--- src/rtl/lxcs_defs.svh ---
`ifndef LXCS_DEFS_SVH
`define LXCS_DEFS_SVH

// system clock and derived timing
`define LXCS_CLK_HZ 40000000
`define LXCS_CLK_PERIOD_NS 25
`define LXCS_RESET_TIME_MS 32
`define LXCS_HWRST_TIME_NS 200
// least hold of the hardware reset request, rounded up to whole cycles
`define LXCS_HWRST_CYCLES ((`LXCS_HWRST_TIME_NS + `LXCS_CLK_PERIOD_NS - 1) / `LXCS_CLK_PERIOD_NS)
`define LXCS_RESET_CYCLES (`LXCS_RESET_TIME_MS * (`LXCS_CLK_HZ / 1000))

// serial word layout
`define LXCS_BYTE_BITS 8
`define LXCS_CMD_RW_BIT 1
`define LXCS_CMD_A4_BIT 4
`define LXCS_BIT_LAST 3'h7

// control register fields and reset value
`define LXCS_CTRL_NEAR 0
`define LXCS_CTRL_FAR 1
`define LXCS_CTRL_MARKS 2
`define LXCS_CTRL_RESET 8'h00

// calibration edge count that marks a path calibrated
`define LXCS_CAL_EDGES 16'h0100

// synchroniser lanes
`define LXCS_SY_WIDTH 18
`define LXCS_SY_SCLK 0
`define LXCS_SY_CS_N 1
`define LXCS_SY_SDI 2
`define LXCS_SY_EDGE 3
`define LXCS_SY_FAR 4
`define LXCS_SY_NEAR 5
`define LXCS_SY_MARKS 6
`define LXCS_SY_TRANSMIT_CLOCK 7
`define LXCS_SY_RCLK 8
`define LXCS_SY_XTAL 9
`define LXCS_SY_MCLK 10
`define LXCS_SY_XTAL_OK 11
`define LXCS_SY_PWR 12
`define LXCS_SY_MODE 13
`define LXCS_SY_TXP 14
`define LXCS_SY_TXN 15
`define LXCS_SY_RXP 16
`define LXCS_SY_RXN 17

`endif

--- src/rtl/lxcs_pkg.sv ---
package lxcs_pkg;
  typedef enum logic [1:0]
  {
    LXCS_SP_IDLE = 2'b00,
    LXCS_SP_CMD = 2'b01,
    LXCS_SP_DATA = 2'b10,
    LXCS_SP_SKIP = 2'b11
  } lxcs_sport_e;
  typedef logic [7:0] lxcs_byte_t;
endpackage

--- src/rtl/lxcs_sync.sv ---
`timescale 1ns/1ps
module lxcs_sync #(
  parameter int W = 1
) (
  input wire logic i_clk_sys,
  input wire logic i_resetn,
  input wire logic [W-1:0] i_d,
  output logic [W-1:0] o_q
);
  logic [W-1:0] meta;
  always_ff @(posedge i_clk_sys or negedge i_resetn)
  begin
    if (!i_resetn)
    begin
      meta <= '0;
      o_q <= '0;
    end
    else
    begin
      meta <= i_d;
      o_q <= meta;
    end
  end
endmodule // lxcs_sync

--- src/rtl/lxcs_ctrl.sv ---
`timescale 1ns/1ps
`include "lxcs_defs.svh"
// Summary of operation
// - serial input bits are taken on each rising serial clock edge
// - serial output valid at rising edge if edge_select high, else falling edge
// - serial output released during writes and while chip select is high
// - hardware mode: far loopback follows its input pin while high
// - hardware mode: near loopback follows its input pin while high
// - host mode: recovered data valid on falling clock if edge_select high
// - send_all_marks sends marks each transmit clock, ignoring transmit data
// - send_all_marks is suppressed while far loopback is active
// - power-up release starts a 32 ms calibration reset cycle
// - transmit delay line calibrates against the transmit clock
// - receive path calibrates from crystal, or master clock if crystal absent
// - host write setting both loopback bits is a reset command
// - reset starts when the combined request is removed
// - commanded reset clears all registers to zero, then calibration starts
// - serial word is command/address byte then data byte, 16 bits
// - device answers only when command bit A4 is set
// - command bit 1 high means read, low means write
module lxcs_ctrl #(
  parameter int unsigned RESET_CYCLES = `LXCS_RESET_CYCLES
) (
  input wire logic i_clk_sys,
  input wire logic i_resetn,
  input wire logic i_power_good,
  input wire logic i_mode,
  input wire logic i_sclk,
  input wire logic i_chip_sel_n,
  input wire logic i_serial_in,
  input wire logic i_edge_select,
  input wire logic i_far_loopback,
  input wire logic i_near_loopback,
  input wire logic i_send_all_marks,
  input wire logic i_transmit_clock,
  input wire logic i_tx_plus_data,
  input wire logic i_tx_minus_data,
  input wire logic i_rx_clock,
  input wire logic i_rx_plus_data,
  input wire logic i_rx_minus_data,
  input wire logic i_xtal_clock,
  input wire logic i_master_clock,
  input wire logic i_xtal_present,
  output logic o_serial_out,
  output logic o_serial_out_oe,
  output lxcs_pkg::lxcs_sport_e o_port_phase,
  output logic o_line_plus,
  output logic o_line_minus,
  output logic o_rx_plus_data,
  output logic o_rx_minus_data,
  output logic o_far_loop_active,
  output logic o_near_loop_active,
  output logic o_reset_busy,
  output logic o_tx_cal_done,
  output logic o_rx_cal_done,
  output logic o_rx_ref_xtal
);
  import lxcs_pkg::*;

  logic [`LXCS_SY_WIDTH-1:0] sy;
  logic [`LXCS_SY_WIDTH-1:0] sy_prev;

  lxcs_sync #(.W(`LXCS_SY_WIDTH)) u_sync (
    .i_clk_sys(i_clk_sys),
    .i_resetn(i_resetn),
    .i_d({i_rx_minus_data, i_rx_plus_data, i_tx_minus_data, i_tx_plus_data, i_mode,
          i_power_good, i_xtal_present, i_master_clock, i_xtal_clock, i_rx_clock,
          i_transmit_clock, i_send_all_marks, i_near_loopback, i_far_loopback,
          i_edge_select, i_serial_in, i_chip_sel_n, i_sclk}),
    .o_q(sy)
  );

  function automatic logic rose(input logic [`LXCS_SY_WIDTH-1:0] cur,
                                input logic [`LXCS_SY_WIDTH-1:0] old, input int idx);
    return cur[idx] && !old[idx];
  endfunction

  function automatic logic fell(input logic [`LXCS_SY_WIDTH-1:0] cur,
                                input logic [`LXCS_SY_WIDTH-1:0] old, input int idx);
    return !cur[idx] && old[idx];
  endfunction

  // shared edge events
  logic sclk_rise, sclk_fall, cs_fall, transmit_clock_rise, rclk_rise, rclk_fall, ref_rise, pwr_rise;
  logic host_mode, edge_sel;
  assign sclk_rise = rose(sy, sy_prev, `LXCS_SY_SCLK);
  assign sclk_fall = fell(sy, sy_prev, `LXCS_SY_SCLK);
  assign cs_fall = fell(sy, sy_prev, `LXCS_SY_CS_N);
  assign transmit_clock_rise = rose(sy, sy_prev, `LXCS_SY_TRANSMIT_CLOCK);
  assign rclk_rise = rose(sy, sy_prev, `LXCS_SY_RCLK);
  assign rclk_fall = fell(sy, sy_prev, `LXCS_SY_RCLK);
  // crystal absent or grounded: the master clock stands in as receive reference
  assign ref_rise = sy[`LXCS_SY_XTAL_OK] ? rose(sy, sy_prev, `LXCS_SY_XTAL)
                                          : rose(sy, sy_prev, `LXCS_SY_MCLK);
  assign pwr_rise = rose(sy, sy_prev, `LXCS_SY_PWR);
  assign host_mode = sy[`LXCS_SY_MODE];
  assign edge_sel = sy[`LXCS_SY_EDGE];

  // serial port state
  lxcs_sport_e phase, next_phase;
  logic [2:0] bit_cnt, next_bit_cnt;
  lxcs_byte_t cmd, next_cmd;
  lxcs_byte_t data, next_data;
  lxcs_byte_t out_shift, next_out_shift;
  logic reading, next_reading;
  logic serial_out, next_sdo;
  logic sdo_oe, next_sdo_oe;
  logic wr_commit;
  lxcs_byte_t wr_data;
  lxcs_byte_t cmd_now;
  lxcs_byte_t status;

  // control, reset and data path state
  lxcs_byte_t ctrl, next_ctrl;
  logic [3:0] hw_cnt, next_hw_cnt;
  logic hw_armed, next_hw_armed;
  logic [20:0] rst_cnt, next_rst_cnt;
  logic busy, next_busy;
  logic [15:0] tx_cal, next_tx_cal;
  logic [15:0] rx_cal, next_rx_cal;
  logic mark_odd, next_mark_odd;
  logic line_p, next_line_p, line_n, next_line_n;
  logic rxo_p, next_rxo_p, rxo_n, next_rxo_n;
  logic far_eff, near_eff, marks_eff, both_pins, rst_start;

  assign cmd_now = {sy[`LXCS_SY_SDI], cmd[7:1]};
  assign wr_data = {sy[`LXCS_SY_SDI], data[7:1]};
  assign status = {busy, o_tx_cal_done, o_rx_cal_done, host_mode, 1'b0,
                   marks_eff, far_eff, near_eff};
  assign wr_commit = (phase == LXCS_SP_DATA) && sclk_rise && (bit_cnt == `LXCS_BIT_LAST)
                     && !reading && !sy[`LXCS_SY_CS_N];

  always_comb
  begin
    next_phase = phase;
    next_bit_cnt = bit_cnt;
    next_cmd = cmd;
    next_data = data;
    next_out_shift = out_shift;
    next_reading = reading;
    next_sdo = serial_out;
    next_sdo_oe = sdo_oe;
    if (sy[`LXCS_SY_CS_N] || !host_mode)
    begin
      next_phase = LXCS_SP_IDLE;
      next_sdo_oe = 1'b0;
      next_reading = 1'b0;
    end
    else if (cs_fall)
    begin
      next_phase = LXCS_SP_CMD;
      next_bit_cnt = 3'h0;
    end
    else
    begin
      unique case (phase)
        LXCS_SP_IDLE: ;
        LXCS_SP_CMD:
          if (sclk_rise)
          begin
            next_cmd = cmd_now;
            next_bit_cnt = bit_cnt + 3'h1;
            if (bit_cnt == `LXCS_BIT_LAST)
            begin
              // command byte done, data byte follows
              if (!cmd_now[`LXCS_CMD_A4_BIT])
                next_phase = LXCS_SP_SKIP;
              else
              begin
                next_phase = LXCS_SP_DATA;
                next_reading = cmd_now[`LXCS_CMD_RW_BIT];
                next_sdo_oe = cmd_now[`LXCS_CMD_RW_BIT];
                if (cmd_now[`LXCS_CMD_RW_BIT] && !edge_sel)
                begin
                  next_sdo = status[0];
                  next_out_shift = status >> 1;
                end
                else
                  next_out_shift = status;
              end
            end
          end
        LXCS_SP_DATA:
        begin
          if (sclk_rise)
          begin
            next_data = wr_data;
            next_bit_cnt = bit_cnt + 3'h1;
            if (bit_cnt == `LXCS_BIT_LAST)
              next_phase = LXCS_SP_SKIP;
          end
          // output bit changes on the edge opposite the one it is valid at
          if (reading && (edge_sel ? sclk_fall : sclk_rise))
          begin
            next_sdo = out_shift[0];
            next_out_shift = out_shift >> 1;
          end
        end
        LXCS_SP_SKIP:
          if (reading && (edge_sel ? sclk_fall : sclk_rise))
            next_sdo_oe = 1'b0;
      endcase
    end
  end

  always_ff @(posedge i_clk_sys or negedge i_resetn)
  begin
    if (!i_resetn)
    begin
      phase <= LXCS_SP_IDLE;
      bit_cnt <= 3'h0;
      cmd <= 8'h00;
      data <= 8'h00;
      out_shift <= 8'h00;
      reading <= 1'b0;
      serial_out <= 1'b0;
      sdo_oe <= 1'b0;
      sy_prev <= '0;
    end
    else
    begin
      phase <= next_phase;
      bit_cnt <= next_bit_cnt;
      cmd <= next_cmd;
      data <= next_data;
      out_shift <= next_out_shift;
      reading <= next_reading;
      serial_out <= next_sdo;
      sdo_oe <= next_sdo_oe;
      sy_prev <= sy;
    end
  end

  assign both_pins = sy[`LXCS_SY_FAR] && sy[`LXCS_SY_NEAR];
  assign far_eff = host_mode ? ctrl[`LXCS_CTRL_FAR] : sy[`LXCS_SY_FAR];
  assign near_eff = host_mode ? ctrl[`LXCS_CTRL_NEAR] : sy[`LXCS_SY_NEAR];
  assign marks_eff = (host_mode ? ctrl[`LXCS_CTRL_MARKS] : sy[`LXCS_SY_MARKS])
                     && !far_eff;
  // the reset fires when the qualified request is let go, not while it is held
  assign rst_start = pwr_rise
    || (host_mode && wr_commit && wr_data[`LXCS_CTRL_FAR] && wr_data[`LXCS_CTRL_NEAR])
    || (!host_mode && hw_armed && !both_pins);

  always_comb
  begin
    next_ctrl = ctrl;
    next_hw_cnt = hw_cnt;
    next_hw_armed = hw_armed;
    next_rst_cnt = rst_cnt;
    next_busy = busy;
    next_tx_cal = tx_cal;
    next_rx_cal = rx_cal;
    next_mark_odd = mark_odd;
    next_line_p = line_p;
    next_line_n = line_n;
    next_rxo_p = rxo_p;
    next_rxo_n = rxo_n;
    if (!host_mode && both_pins)
    begin
      if (hw_cnt != 4'(`LXCS_HWRST_CYCLES))
        next_hw_cnt = hw_cnt + 4'h1;
      else
        next_hw_armed = 1'b1;
    end
    else
    begin
      next_hw_cnt = 4'h0;
      next_hw_armed = 1'b0;
    end
    if (host_mode && wr_commit)
      next_ctrl = wr_data;
    if (rst_start)
    begin
      next_ctrl = `LXCS_CTRL_RESET;
      next_busy = 1'b1;
      next_rst_cnt = 21'(RESET_CYCLES - 1);
      next_tx_cal = 16'h0000;
      next_rx_cal = 16'h0000;
      next_mark_odd = 1'b0;
      next_line_p = 1'b0;
      next_line_n = 1'b0;
      next_rxo_p = 1'b0;
      next_rxo_n = 1'b0;
    end
    else if (busy)
    begin
      // the line stays quiet while the delay lines calibrate
      if (rst_cnt == 21'h000000)
        next_busy = 1'b0;
      else
        next_rst_cnt = rst_cnt - 21'h000001;
      if (transmit_clock_rise && tx_cal != `LXCS_CAL_EDGES)
        next_tx_cal = tx_cal + 16'h0001;
      if (ref_rise && rx_cal != `LXCS_CAL_EDGES)
        next_rx_cal = rx_cal + 16'h0001;
    end
    else
    begin
      if (transmit_clock_rise)
      begin
        if (far_eff)
        begin
          next_line_p = sy[`LXCS_SY_RXP];
          next_line_n = sy[`LXCS_SY_RXN];
        end
        else if (marks_eff)
        begin
          // alternate polarity so the all-marks stream stays balanced
          next_line_p = !mark_odd;
          next_line_n = mark_odd;
          next_mark_odd = !mark_odd;
        end
        else
        begin
          next_line_p = sy[`LXCS_SY_TXP];
          next_line_n = sy[`LXCS_SY_TXN];
        end
      end
      // edge_select high: change on rising so data is valid at the falling edge
      if ((host_mode && !edge_sel) ? rclk_fall : rclk_rise)
      begin
        next_rxo_p = near_eff ? sy[`LXCS_SY_TXP] : sy[`LXCS_SY_RXP];
        next_rxo_n = near_eff ? sy[`LXCS_SY_TXN] : sy[`LXCS_SY_RXN];
      end
    end
  end

  always_ff @(posedge i_clk_sys or negedge i_resetn)
  begin
    if (!i_resetn)
    begin
      ctrl <= `LXCS_CTRL_RESET;
      hw_cnt <= 4'h0;
      hw_armed <= 1'b0;
      rst_cnt <= 21'h000000;
      busy <= 1'b0;
      tx_cal <= 16'h0000;
      rx_cal <= 16'h0000;
      mark_odd <= 1'b0;
      line_p <= 1'b0;
      line_n <= 1'b0;
      rxo_p <= 1'b0;
      rxo_n <= 1'b0;
      o_far_loop_active <= 1'b0;
      o_near_loop_active <= 1'b0;
      o_tx_cal_done <= 1'b0;
      o_rx_cal_done <= 1'b0;
      o_rx_ref_xtal <= 1'b0;
    end
    else
    begin
      ctrl <= next_ctrl;
      hw_cnt <= next_hw_cnt;
      hw_armed <= next_hw_armed;
      rst_cnt <= next_rst_cnt;
      busy <= next_busy;
      tx_cal <= next_tx_cal;
      rx_cal <= next_rx_cal;
      mark_odd <= next_mark_odd;
      line_p <= next_line_p;
      line_n <= next_line_n;
      rxo_p <= next_rxo_p;
      rxo_n <= next_rxo_n;
      o_far_loop_active <= far_eff && !busy;
      o_near_loop_active <= near_eff && !busy;
      o_tx_cal_done <= (next_tx_cal == `LXCS_CAL_EDGES);
      o_rx_cal_done <= (next_rx_cal == `LXCS_CAL_EDGES);
      o_rx_ref_xtal <= sy[`LXCS_SY_XTAL_OK];
    end
  end

  assign o_serial_out = serial_out;
  assign o_serial_out_oe = sdo_oe;
  assign o_port_phase = phase;
  assign o_line_plus = line_p;
  assign o_line_minus = line_n;
  assign o_rx_plus_data = rxo_p;
  assign o_rx_minus_data = rxo_n;
  assign o_reset_busy = busy;
endmodule // lxcs_ctrl

--- config.mk ---
export PLATFORM = sky130hd
export DESIGN_NAME = lxcs_ctrl
export DESIGN_NICKNAME = d
export VERILOG_FILES = /design/src/rtl/lxcs_pkg.sv /design/src/rtl/lxcs_sync.sv /design/src/rtl/lxcs_ctrl.sv
export VERILOG_INCLUDE_DIRS = /design/src /design/src/rtl
export SDC_FILE = /design/constraint.sdc
export NUM_CORES = 1
export LEC_CHECK = 0
export BUFFER_PORTS_ARGS = -buffer_cell sky130_fd_sc_hd__buf_4
export CAP_MARGIN = 20
export CORE_AREA = 2 2 124 126
export CTS_CLUSTER_SIZE = 12
export DETAILED_ROUTE_END_ITERATION = 16
export DIE_AREA = 0 0 126 128
export PLACE_DENSITY = 0.72
export SLEW_MARGIN = 40
export SYNTH_ARGS = -nofsm -noshare
export SYNTH_HDL_FRONTEND = slang
export SYNTH_SLANG_ARGS = --single-unit
--- constraint.sdc ---
create_clock -name i_clk_sys -period 2.34 [get_ports i_clk_sys]
set_clock_uncertainty 0.2 [all_clocks]
set_input_delay 0.234 -clock i_clk_sys [delete_from_list [all_inputs] [get_ports i_clk_sys]]
set_output_delay 0.234 -clock i_clk_sys [all_outputs]
set_load 0.01 [all_outputs]
======== Word level (Yosys, flattened, before mapping) ========
Index checks and enable logic that the tools add are counted.
Widths: inputs -> output; s select.
storage, ports and cells
  memory bits (read-only) ................. 0
  bits in registers ....................... 153
  memories ................................ 0
  word-level logic and storage cells ...... 218
  latch bits .............................. 0
  memory bits (writable) .................. 0
  bits of input ports ..................... 20
operators by class
  divide/modulo/power cells ............... 0
  magnitude comparators ................... 0
  reductions and logical operators ........ 75
  bitwise operators ....................... 2
  equal/unequal tests ..................... 28
  $add $sub $neg .......................... 5
  muxes and demuxes ....................... 80
  multiply operators ...................... 0
  shift-type cells ........................ 0
operators by type and width
  cell                   count
  $mux 16                6
  $mux 21                3
  $mux 1                 49
  $mux 8                 5
  $add 16x1->16 const B  2
  $eq 16x9->1 const B    2
  $ne 16x9->1 const B    2
  $logic_and 1x1->1      28
  $reduce_bool 2->1      12
  $logic_not 21->1       1
  $sub 21x1->21 const B  1
  $logic_not 1->1        16
  $pmux 8 s2             1
  $mux 3                 5
  $mux 2                 6
  $ne 2x2->1 const B     6
  $ne 3x3->1 const B     4
  $ne 4x4->1 const B     3
  $reduce_and 4->1       3
  $ne 2x1->1 const B     5
  $reduce_and 5->1       2
  $mux 4                 2
  $reduce_and 8->1       1
  $reduce_and 7->1       1
  17 further kinds       24

======== Logic depth before layout (Yosys ltp) ========
Gate-level depths: netlist (run 1).
  depth after elaboration ................. 13
  depth in mapped cells ................... 11
  depth with buffers taken out ............ 8

======== Cells and area by module ========
Synthesis (run 1) repeated with hierarchy kept, for this count alone.
second synthesis, totals
  cell total of the unflattened synthesis .. 619
  area total of the unflattened synthesis .. 6,477.5 um^2
modules (own cells, without submodules)
  module     cells each  area an instance (um^2)  instances
  lxcs_ctrl  583         5,576.6                  1
  lxcs_sync  36          900.9                    1

======== Worst setup path after synthesis (run 1) ========
No wires, ideal clock.
  kind .................................... reg-to-reg
  from .................................... reg tx_cal[0]
  to ...................................... reg o_tx_cal_done
  clock period less this slack ............ 2,452 ps
  stages on the path, launching flop included .. 9
  path slack .............................. -112 ps
  data arrival time ....................... 2,157 ps
  setup time .............................. 96 ps
  buffers on the path ..................... 0
  cell sequence ........................... dfrtp_1 inv_1 ha_1 or4b_1 nor4_1 a211o_1 or4_1 a211o_1 nor4_2
on the way
  longest elaborated chain between the ends .. 6
  elaborated cells on any way between the ends .. 7
RTL lines
  item                                                                   RTL line          text
  from (decl)                                                            lxcs_ctrl.sv:119  logic [15:0] tx_cal, next_tx_cal;
  from (signal assigned)                                                 lxcs_ctrl.sv:357  tx_cal <= next_tx_cal;
  parallel branches: the longest is 3 deep, another holds $add 16x1->16  n/a
  $mux 16 (*)                                                            lxcs_ctrl.sv:285  else if (busy)
  $mux 16 (*)                                                            lxcs_ctrl.sv:272  if (rst_start)
  $eq 16x9->1 (no line) (*)                                              n/a
  to (signal assigned)                                                   lxcs_ctrl.sv:366  o_tx_cal_done <= (next_tx_cal == `LXCS_CAL_EDGES);
  to (decl)                                                              lxcs_ctrl.sv:54   output logic o_tx_cal_done,
Mark *: on every way between the ends.
A chain may end at the register's enable or synchronous reset.

======== Worst setup path in the final report (run 1) ========
  from .................................... reg rst_cnt[6]
  to ...................................... reg rst_cnt[18]
on the way
  longest elaborated chain between the ends .. 4
  elaborated cells on any way between the ends .. 7
RTL lines
  item                    RTL line          text
  from (decl)             lxcs_ctrl.sv:117  logic [20:0] rst_cnt, next_rst_cnt;
  from (signal assigned)  lxcs_ctrl.sv:355  rst_cnt <= next_rst_cnt;
  $sub 21x1->21           lxcs_ctrl.sv:291  next_rst_cnt = rst_cnt - 21'h000001;
  $mux 21                 lxcs_ctrl.sv:288  if (rst_cnt == 21'h000000)
  $mux 21                 lxcs_ctrl.sv:285
  $mux 21                 lxcs_ctrl.sv:272
Parallel ways exist; a longest one is shown, timed or not. The select of a mux whose other input is x is not followed.

==> qor.yml, run 1 <==
global_routing:
  grt_max_degree: 55
  grt_overflow: 0
  first_global_vias: 5115
  grt_pass1_wl_um: 24800
  antenna_found_initial: 0
  grt_usage: 0.193
hold_path:
  min_path_type: "in -> async"
clocking:
  cts_max_level: 4
  cts_sinks: 144
  cts_buffers: 17
  clkTransAtPathRegs_ns: 0.06
  cts-root-buf: "clkbuf_16"
  insertion_delay_ns: 0.42
  tritoncts: "yes"
  cts_max_path_buffers: 2
routing:
  drt_iter0_drc: 347
  antenna_left: 0
  wl_per_cell_um: 15.4
  post-route-drc-count: 0
  drt_first_pass_iters: 4
  viasPerCell: 5.32
  wl_um: 14600
  vias: 5019
logic_synthesis:
  synth_top_family_by_area: "simple AND/OR/NAND/NOR gates"
  synth_edf_count: 0
  synthMuxAreaShare: 0.0499
  synth_ff_type: "dfrtp_1"
  synthSimpleGateAreaFrac: 0.192
  netlist_top_cells_area: "dfrtp_1 55%, xnor2_1 5.3%, nor2_1 4.6%, nand2_1 2.9%, mux2i_1 2.6%"
  ys_ff_latch: 144
  synth_area_per_cell_sq_um: 10.6
  yosysWarnings: 0
  yosysSeqAreaShare: 0.548
  synth_area_sq_um: 6570
  syn_inst: 620
  yosys.area.top_type_share: 0.548
  syn_nets: 652
  yosysTopAreaCell: "dfrtp_1"
  synthAdderAreaFrac: 0.0228
  async_reset_ff_frac: 1.00
  synthXorXnorAreaFrac: 0.0719
  synth-compound-area-share: 0.0828
  synth.distinct_cells: 57
power_and_ir_drop:
  powerDensity_nw_per_um2: 711
  ir_drop_v: 0.000488
  p_leak_nw: 3.71
floorplanning:
  row_count: 45
  die_h_um: 128
  die_w_um: 126
  start_util: 0.442
  core_area_sq_um: 14900
  dieArea_sq_um: 16100
  num_io_pins: 34
place:
  dp.cells: 888
  port_buffers: 33
  dp_slack_ns: -0.0604
  dp_hpwl_um: 10000
  routabilityCongestion: 0.864
sta:
  fmax_mhz: 417
  layout_setup_ws_ns: -0.0552
  rsz0062_at_grt: "true"
  finalSetupViolCount: 3
  hold_viol_final: 0
  maxSlewViolCount: 0
  fin_crit_sh: 1.02
  worst_pin_slew_ns: 0.545
  min_period_ns: 2.40
  slew_headroom: 0.637
cells_and_area:
  nNetsFinal: 775
  mostFrequentLayoutCells: "144 x dfrtp_1, 108 x buf_4, 78 x nor2_1, 50 x nand2_1, 40 x xnor2_1"
  layout_commonest_cell: "dfrtp_1"
  n_antenna_cell: 0
  seq_area_sq_um: 3600
  drive_above_1_share: 0.258
  multi_input_area_sq_um: 2910
  num-fill-cells: 1226
  area_delta_synth_final_pct: 28.8
  final_cell_count_no_fill: 944
worst_setup_path:
  endpoint_kind: "flip-flop"
  r2r_start: "rst_cnt[6]"
  crit_required_ns: 2.44
  critical_path_class: "reg -> reg"
  cp-start-kind: "flip-flop"
  arrival_ns: 2.49
  crit_fanout: 4
  crit_start: "rst_cnt[6]"
run_status:
  status: "complete, but fails checks"
  failed_checks: "setup timing"
flow_run:
  drv_cap: 0
==> registers in the layout (all words and copies together) (netlist names), 2 cells and up <==
register and cells:
sy_prev 8, o_port_phase 2, data 7, hw_cnt 4, ctrl 3, rst_cnt 21
u_sync.meta 18, u_sync.o_q 18, tx_cal 16, out_shift 8, cmd 6, bit_cnt 3
rx_cal 16
==> area by class of cell <==
cell class / instances / area share
flip-flops and latches: 144 / 0.426
clock buffers: 20 / 0.0539
well taps: 188 / 0.0278
repair buffers: 130 / 0.123
clock inverters: 12 / 0.0158
inverters: 21 / 0.00931
multi-input cells: 429 / 0.344
==> cells by family (layout without fill, tap and decap cells) <==
logic type / after synthesis / count (layout)
fa+ha+maj: 12 / 12
simple gates: 248 / 248
xor+xnor: 54 / 54
compound gates: 84 / 84
buf+inv: 47 / 183
mux: 31 / 31
flops: 144 / 144
==> per-layer routing <==
| layer | part of all wire | global-route usage |
|---|---|---|
| met1 | 0.45 | 0.252 |
| met2 | 0.48 | 0.315 |
| met3 | 0.047 | 0.0538 |
| met4 | 0.016 | 0.0608 |
| met5 | 0 | 0 |
==> per-stage QoR <==
step	TNS, ns	utilization	instance area [sq um]	hold slack (ns)	total power [W]
floorplan	-0.0537	-	6630	-0.262	0.00305
global placement	-0.0411	0.506	7520	0.0271	0.00329
detailed placement	-0.327	0.506	7520	0.0300	0.00332
CTS	-0.116	0.562	8360	0.147	0.00606
global route	-0.659	0.570	8470	0.157	0.00627
finish	-0.0960	0.570	8470	0.139	0.00602
==> Yosys cell counts (all sizes together) (5+ instances only) <==
master / n
nand2: 50
inv: 21
clkbuf: 12
or3: 9
ha: 12
nor2: 80
dfrtp: 144
or4: 8
nor4: 12
and3: 11
o21ai: 24
nand4: 8
mux2i: 17
a21oi: 20
mux2: 14
xor2: 14
o31ai: 6
o211ai: 6
buf: 14
xnor2: 40
nand3: 15
nor2b: 5
nor3: 22
nand2b: 8
==> repair_timing <==
action                                 in CTS  in global routing
pin swaps                                   5                 17
endpoints found under the hold margin      68                  0
setup buffers                               1                  4
hold buffers                               19                  0
gates resized for setup                    10                 13
setup endpoints to repair                  25                 52
cloned                                      0                  0
==> path summary, 6_finish.rpt <==
| check | endpoint | slack, ns | depth (start not counted) |
|---|---|---|---|
| setup / recovery | rst_cnt[18] | -0.06 | 7 |
| hold / removal | cmd[3] | 0.14 | 2 |
| setup reg to reg | rst_cnt[18] | -0.06 | 7 |
| hold reg to reg | u_sync.o_q[13] | 0.14 | 0 |
| max in group asynchronous | u_sync.meta[9] | 1.16 | 3 |
| min in group i_clk_sys | u_sync.o_q[13] | 0.14 | 0 |
==> report_power, final <==
part | leakage (nW) | internal, W | total, W | switching (W)
combinational | 1.62 | 0.000311 | 0.000629 | 0.000319
sequential | 1.82 | 0.00261 | 0.00271 | 0.0000989
clock | 0.275 | 0.00163 | 0.00268 | 0.00105
total | 3.71 | 0.00455 | 0.00602 | 0.00147
==> critical path, stage by stage (launching register included) <==
cell and delay [ns]:
dfrtp_1 0.37, or4_4 0.54, or3_4 0.37, buf_4 0.15, nor4b_4 0.30, nand2_1 0.13, xor2_1 0.15, nor2_1 0.05
Power figures use the tool's default switching activity.
==> inputs of run 2 (changes only) <==
--- a/config.mk
+++ b/config.mk
@@ -9,8 +9,8 @@
 export BUFFER_PORTS_ARGS = -buffer_cell sky130_fd_sc_hd__buf_4
 export CAP_MARGIN = 20
-export CORE_AREA = 2 2 124 126
+export CORE_AREA = 2 2 131 120
 export CTS_CLUSTER_SIZE = 12
 export DETAILED_ROUTE_END_ITERATION = 16
-export DIE_AREA = 0 0 126 128
+export DIE_AREA = 0 0 133 122
 export PLACE_DENSITY = 0.72
 export SLEW_MARGIN = 40
==> constraint.sdc (replaced) <==
create_clock -name i_clk_sys -period 2.34 [get_ports i_clk_sys]
set_clock_uncertainty 0.2 [all_clocks]
set_input_delay 0.468 -clock i_clk_sys [delete_from_list [all_inputs] [get_ports i_clk_sys]]
set_output_delay 0.468 -clock i_clk_sys [all_outputs]
set_load 0.01 [all_outputs]
==> qor.yml, run 2 (synthesized netlist as in run 1, its figures left out) <==
cells_and_area:
  layout_commonest_cell: "dfrtp_1"
  nNetsFinal: 778
  n_antenna_cell: 0
  mostFrequentLayoutCells: "142 x dfrtp_1, 107 x buf_4, 80 x nor2_1, 50 x nand2_1, 39 x xnor2_1"
  largest_reg_flops: 21
  regMostFlops: "rst_cnt"
  area_delta_synth_final_pct: 31.0
  reg.largest.list: "rst_cnt: 21 flops, u_sync.meta: 18 flops, u_sync.o_q: 18 flops"
  drive_above_1_share: 0.283
  fin_util: 0.574
  num-fill-cells: 1220
power_and_ir_drop:
  p_leak_nw: 3.74
  clockPowerShare: 0.433
  power.share.switching: 0.251
  pwr-share-seq: 0.456
  switching_power_w: 0.00149
  powerDensity_nw_per_um2: 691
  pwr-share-comb: 0.111
  ir_drop_v: 0.000505
  p_int_w: 0.00446
global_routing:
  grt_usage: 0.192
  globalRouteMet2Util: 0.313
  antenna_found_initial: 0
  grt_use_met3: 0.0462
  grt_pass1_wl_um: 24500
  grt_most_used_layer: "met2"
  grt_overflow: 0
  grt_max_degree: 61
  first_global_vias: 5135
  gr-usage-met1: 0.249
clocking:
  cts_max_level: 4
  clkTransAtPathRegs_ns: 0.06
  cts_buffers: 17
  cts_sinks: 144
  insertion_delay_ns: 0.43
  cts-root-buf: "clkbuf_16"
  tritoncts: "yes"
  cts_max_path_buffers: 2
worst_setup_path:
  worst-r2r-setup-slack_ns: -0.11
  crit_required_ns: 2.44
  cp-start-kind: "flip-flop"
  arrival_ns: 2.56
  critPathTopFamily: "simple AND/OR/NAND/NOR gates"
  endpoint_kind: "flip-flop"
  crit_fanout: 6
  ff2ff_path_depth: 7
  r2r_start: "rst_cnt[16]"
  r2r-end: "rst_cnt[15]"
  slowest_stage: "or4_4"
  cp.depth: 7
  critical_path_class: "reg -> reg"
  path_cells: "or3_4 -> or4_4 -> buf_6 -> o2111ai_4 -> nor3_2 -> xnor2_1 -> nand2_1"
  cp_num_buf_inv: 1
  cp_slowest_stage_delay_ns: 0.53
routing:
  vias: 5027
  drt_first_pass_iters: 4
  wl_um: 15100
  drt_iter0_drc: 327
  wl_per_cell_um: 15.7
  antenna_left: 0
  viasPerCell: 5.23
  post-route-drc-count: 0
hold_path:
  hold_depth: 0
  whs_endpoint: "u_sync.o_q[1]"
  min-delay-start: "u_sync.meta[1]"
  min_path_type: "reg -> reg"
sta:
  worst_pin_slew_ns: 0.557
  fin_crit_sh: 1.05
  rsz0062_at_grt: "true"
  maxSlewViolCount: 0
  fmax_mhz: 407
  hold_viol_final: 0
  layout_setup_ws_ns: -0.114
  slew_headroom: 0.628
  finalSetupViolCount: 12
  min_period_ns: 2.45
floorplanning:
  die_h_um: 122
  dieArea_sq_um: 16200
  core_area_sq_um: 15000
  start_util: 0.438
  num_io_pins: 34
  die_w_um: 133
  row_count: 43
place:
  dp_slack_ns: -0.121
  port_buffers: 33
  dp_hpwl_um: 10100
  routabilityCongestion: 0.865
flow_run:
  drv_cap: 0
run_status:
  failed_checks: "setup timing"
  status: "complete, but fails checks"
## run 2: changes by cell type in the layout (fill, tap and decap cells not counted), moves of 3 or more
| cell | change |
|---|---|
| nor3_2 | +5 |
| nor3_1 | -5 |
| buf_6 | +3 |
| nor4_4 | +3 |
## run 2: power by group through the flow
| stage | registers, W | logic [W] | clock network (W) |
|---|---|---|---|
| detailed placement | 0.00275 | 0.000577 | 0 |
| CTS | 0.00271 | 0.000634 | 0.00262 |
| floorplan | 0.00274 | 0.000313 | 0 |
| finish | 0.00271 | 0.000663 | 0.00258 |
| global route | 0.00273 | 0.000743 | 0.00273 |
| global placement | 0.00274 | 0.000543 | 0 |
## run 2: per-layer routing
layer | vias to the layer above | share of wire
li1 | 2401 | -
met1 | 2504 | 0.45
met2 | 101 | 0.49
met3 | 21 | 0.036
met4 | 0 | 0.019
met5 | - | 0
## run 2: layout make-up
cell class | instances | area, sq um | share of cell area
Clock buffer | 20 | 457 | 0.0530
Multi-Input combinational cell | 429 | 3020 | 0.351
Tap cell | 202 | 253 | 0.0293
Inverter | 21 | 78.8 | 0.00915
Clock inverter | 12 | 108 | 0.0125
Sequential cell | 144 | 3610 | 0.419
Timing Repair Buffer | 133 | 1090 | 0.127
## run 2: what timing repair did
item	in CTS	in global routing
endpoints found under the hold margin	60	0
gates resized for setup	17	31
setup endpoints to repair	42	27
pin swaps	10	18
hold buffers	19	0
buffers inserted	1	7
## run 2: how the worst max path moves through the flow
stage	from	slack, ns	end
after floorplan	bit_cnt[0]	-0.05	o_tx_cal_done
after CTS	tx_cal[0]	-0.09	o_tx_cal_done
final	rst_cnt[16]	-0.11	rst_cnt[15]
after detailed placement	rst_cnt[18]	-0.12	rst_cnt[5]
after global routing	rst_cnt[16]	-0.21	rst_cnt[15]
after global placement	rst_cnt[18]	-0.09	rst_cnt[6]
## run 2: through the flow
stage | TNS (ns) | instance area (sq um) | hold slack, ns | power, W | std cells
floorplan | -0.0537 | 6630 | -0.0276 | 0.00305 | 620
global placement | -0.205 | 7550 | 0.134 | 0.00328 | 902
detailed placement | -1.17 | 7550 | 0.137 | 0.00333 | 902
CTS | -0.221 | 8390 | 0.151 | 0.00596 | 954
global route | -1.99 | 8610 | 0.158 | 0.00620 | 961
finish | -0.877 | 8610 | 0.149 | 0.00595 | 961
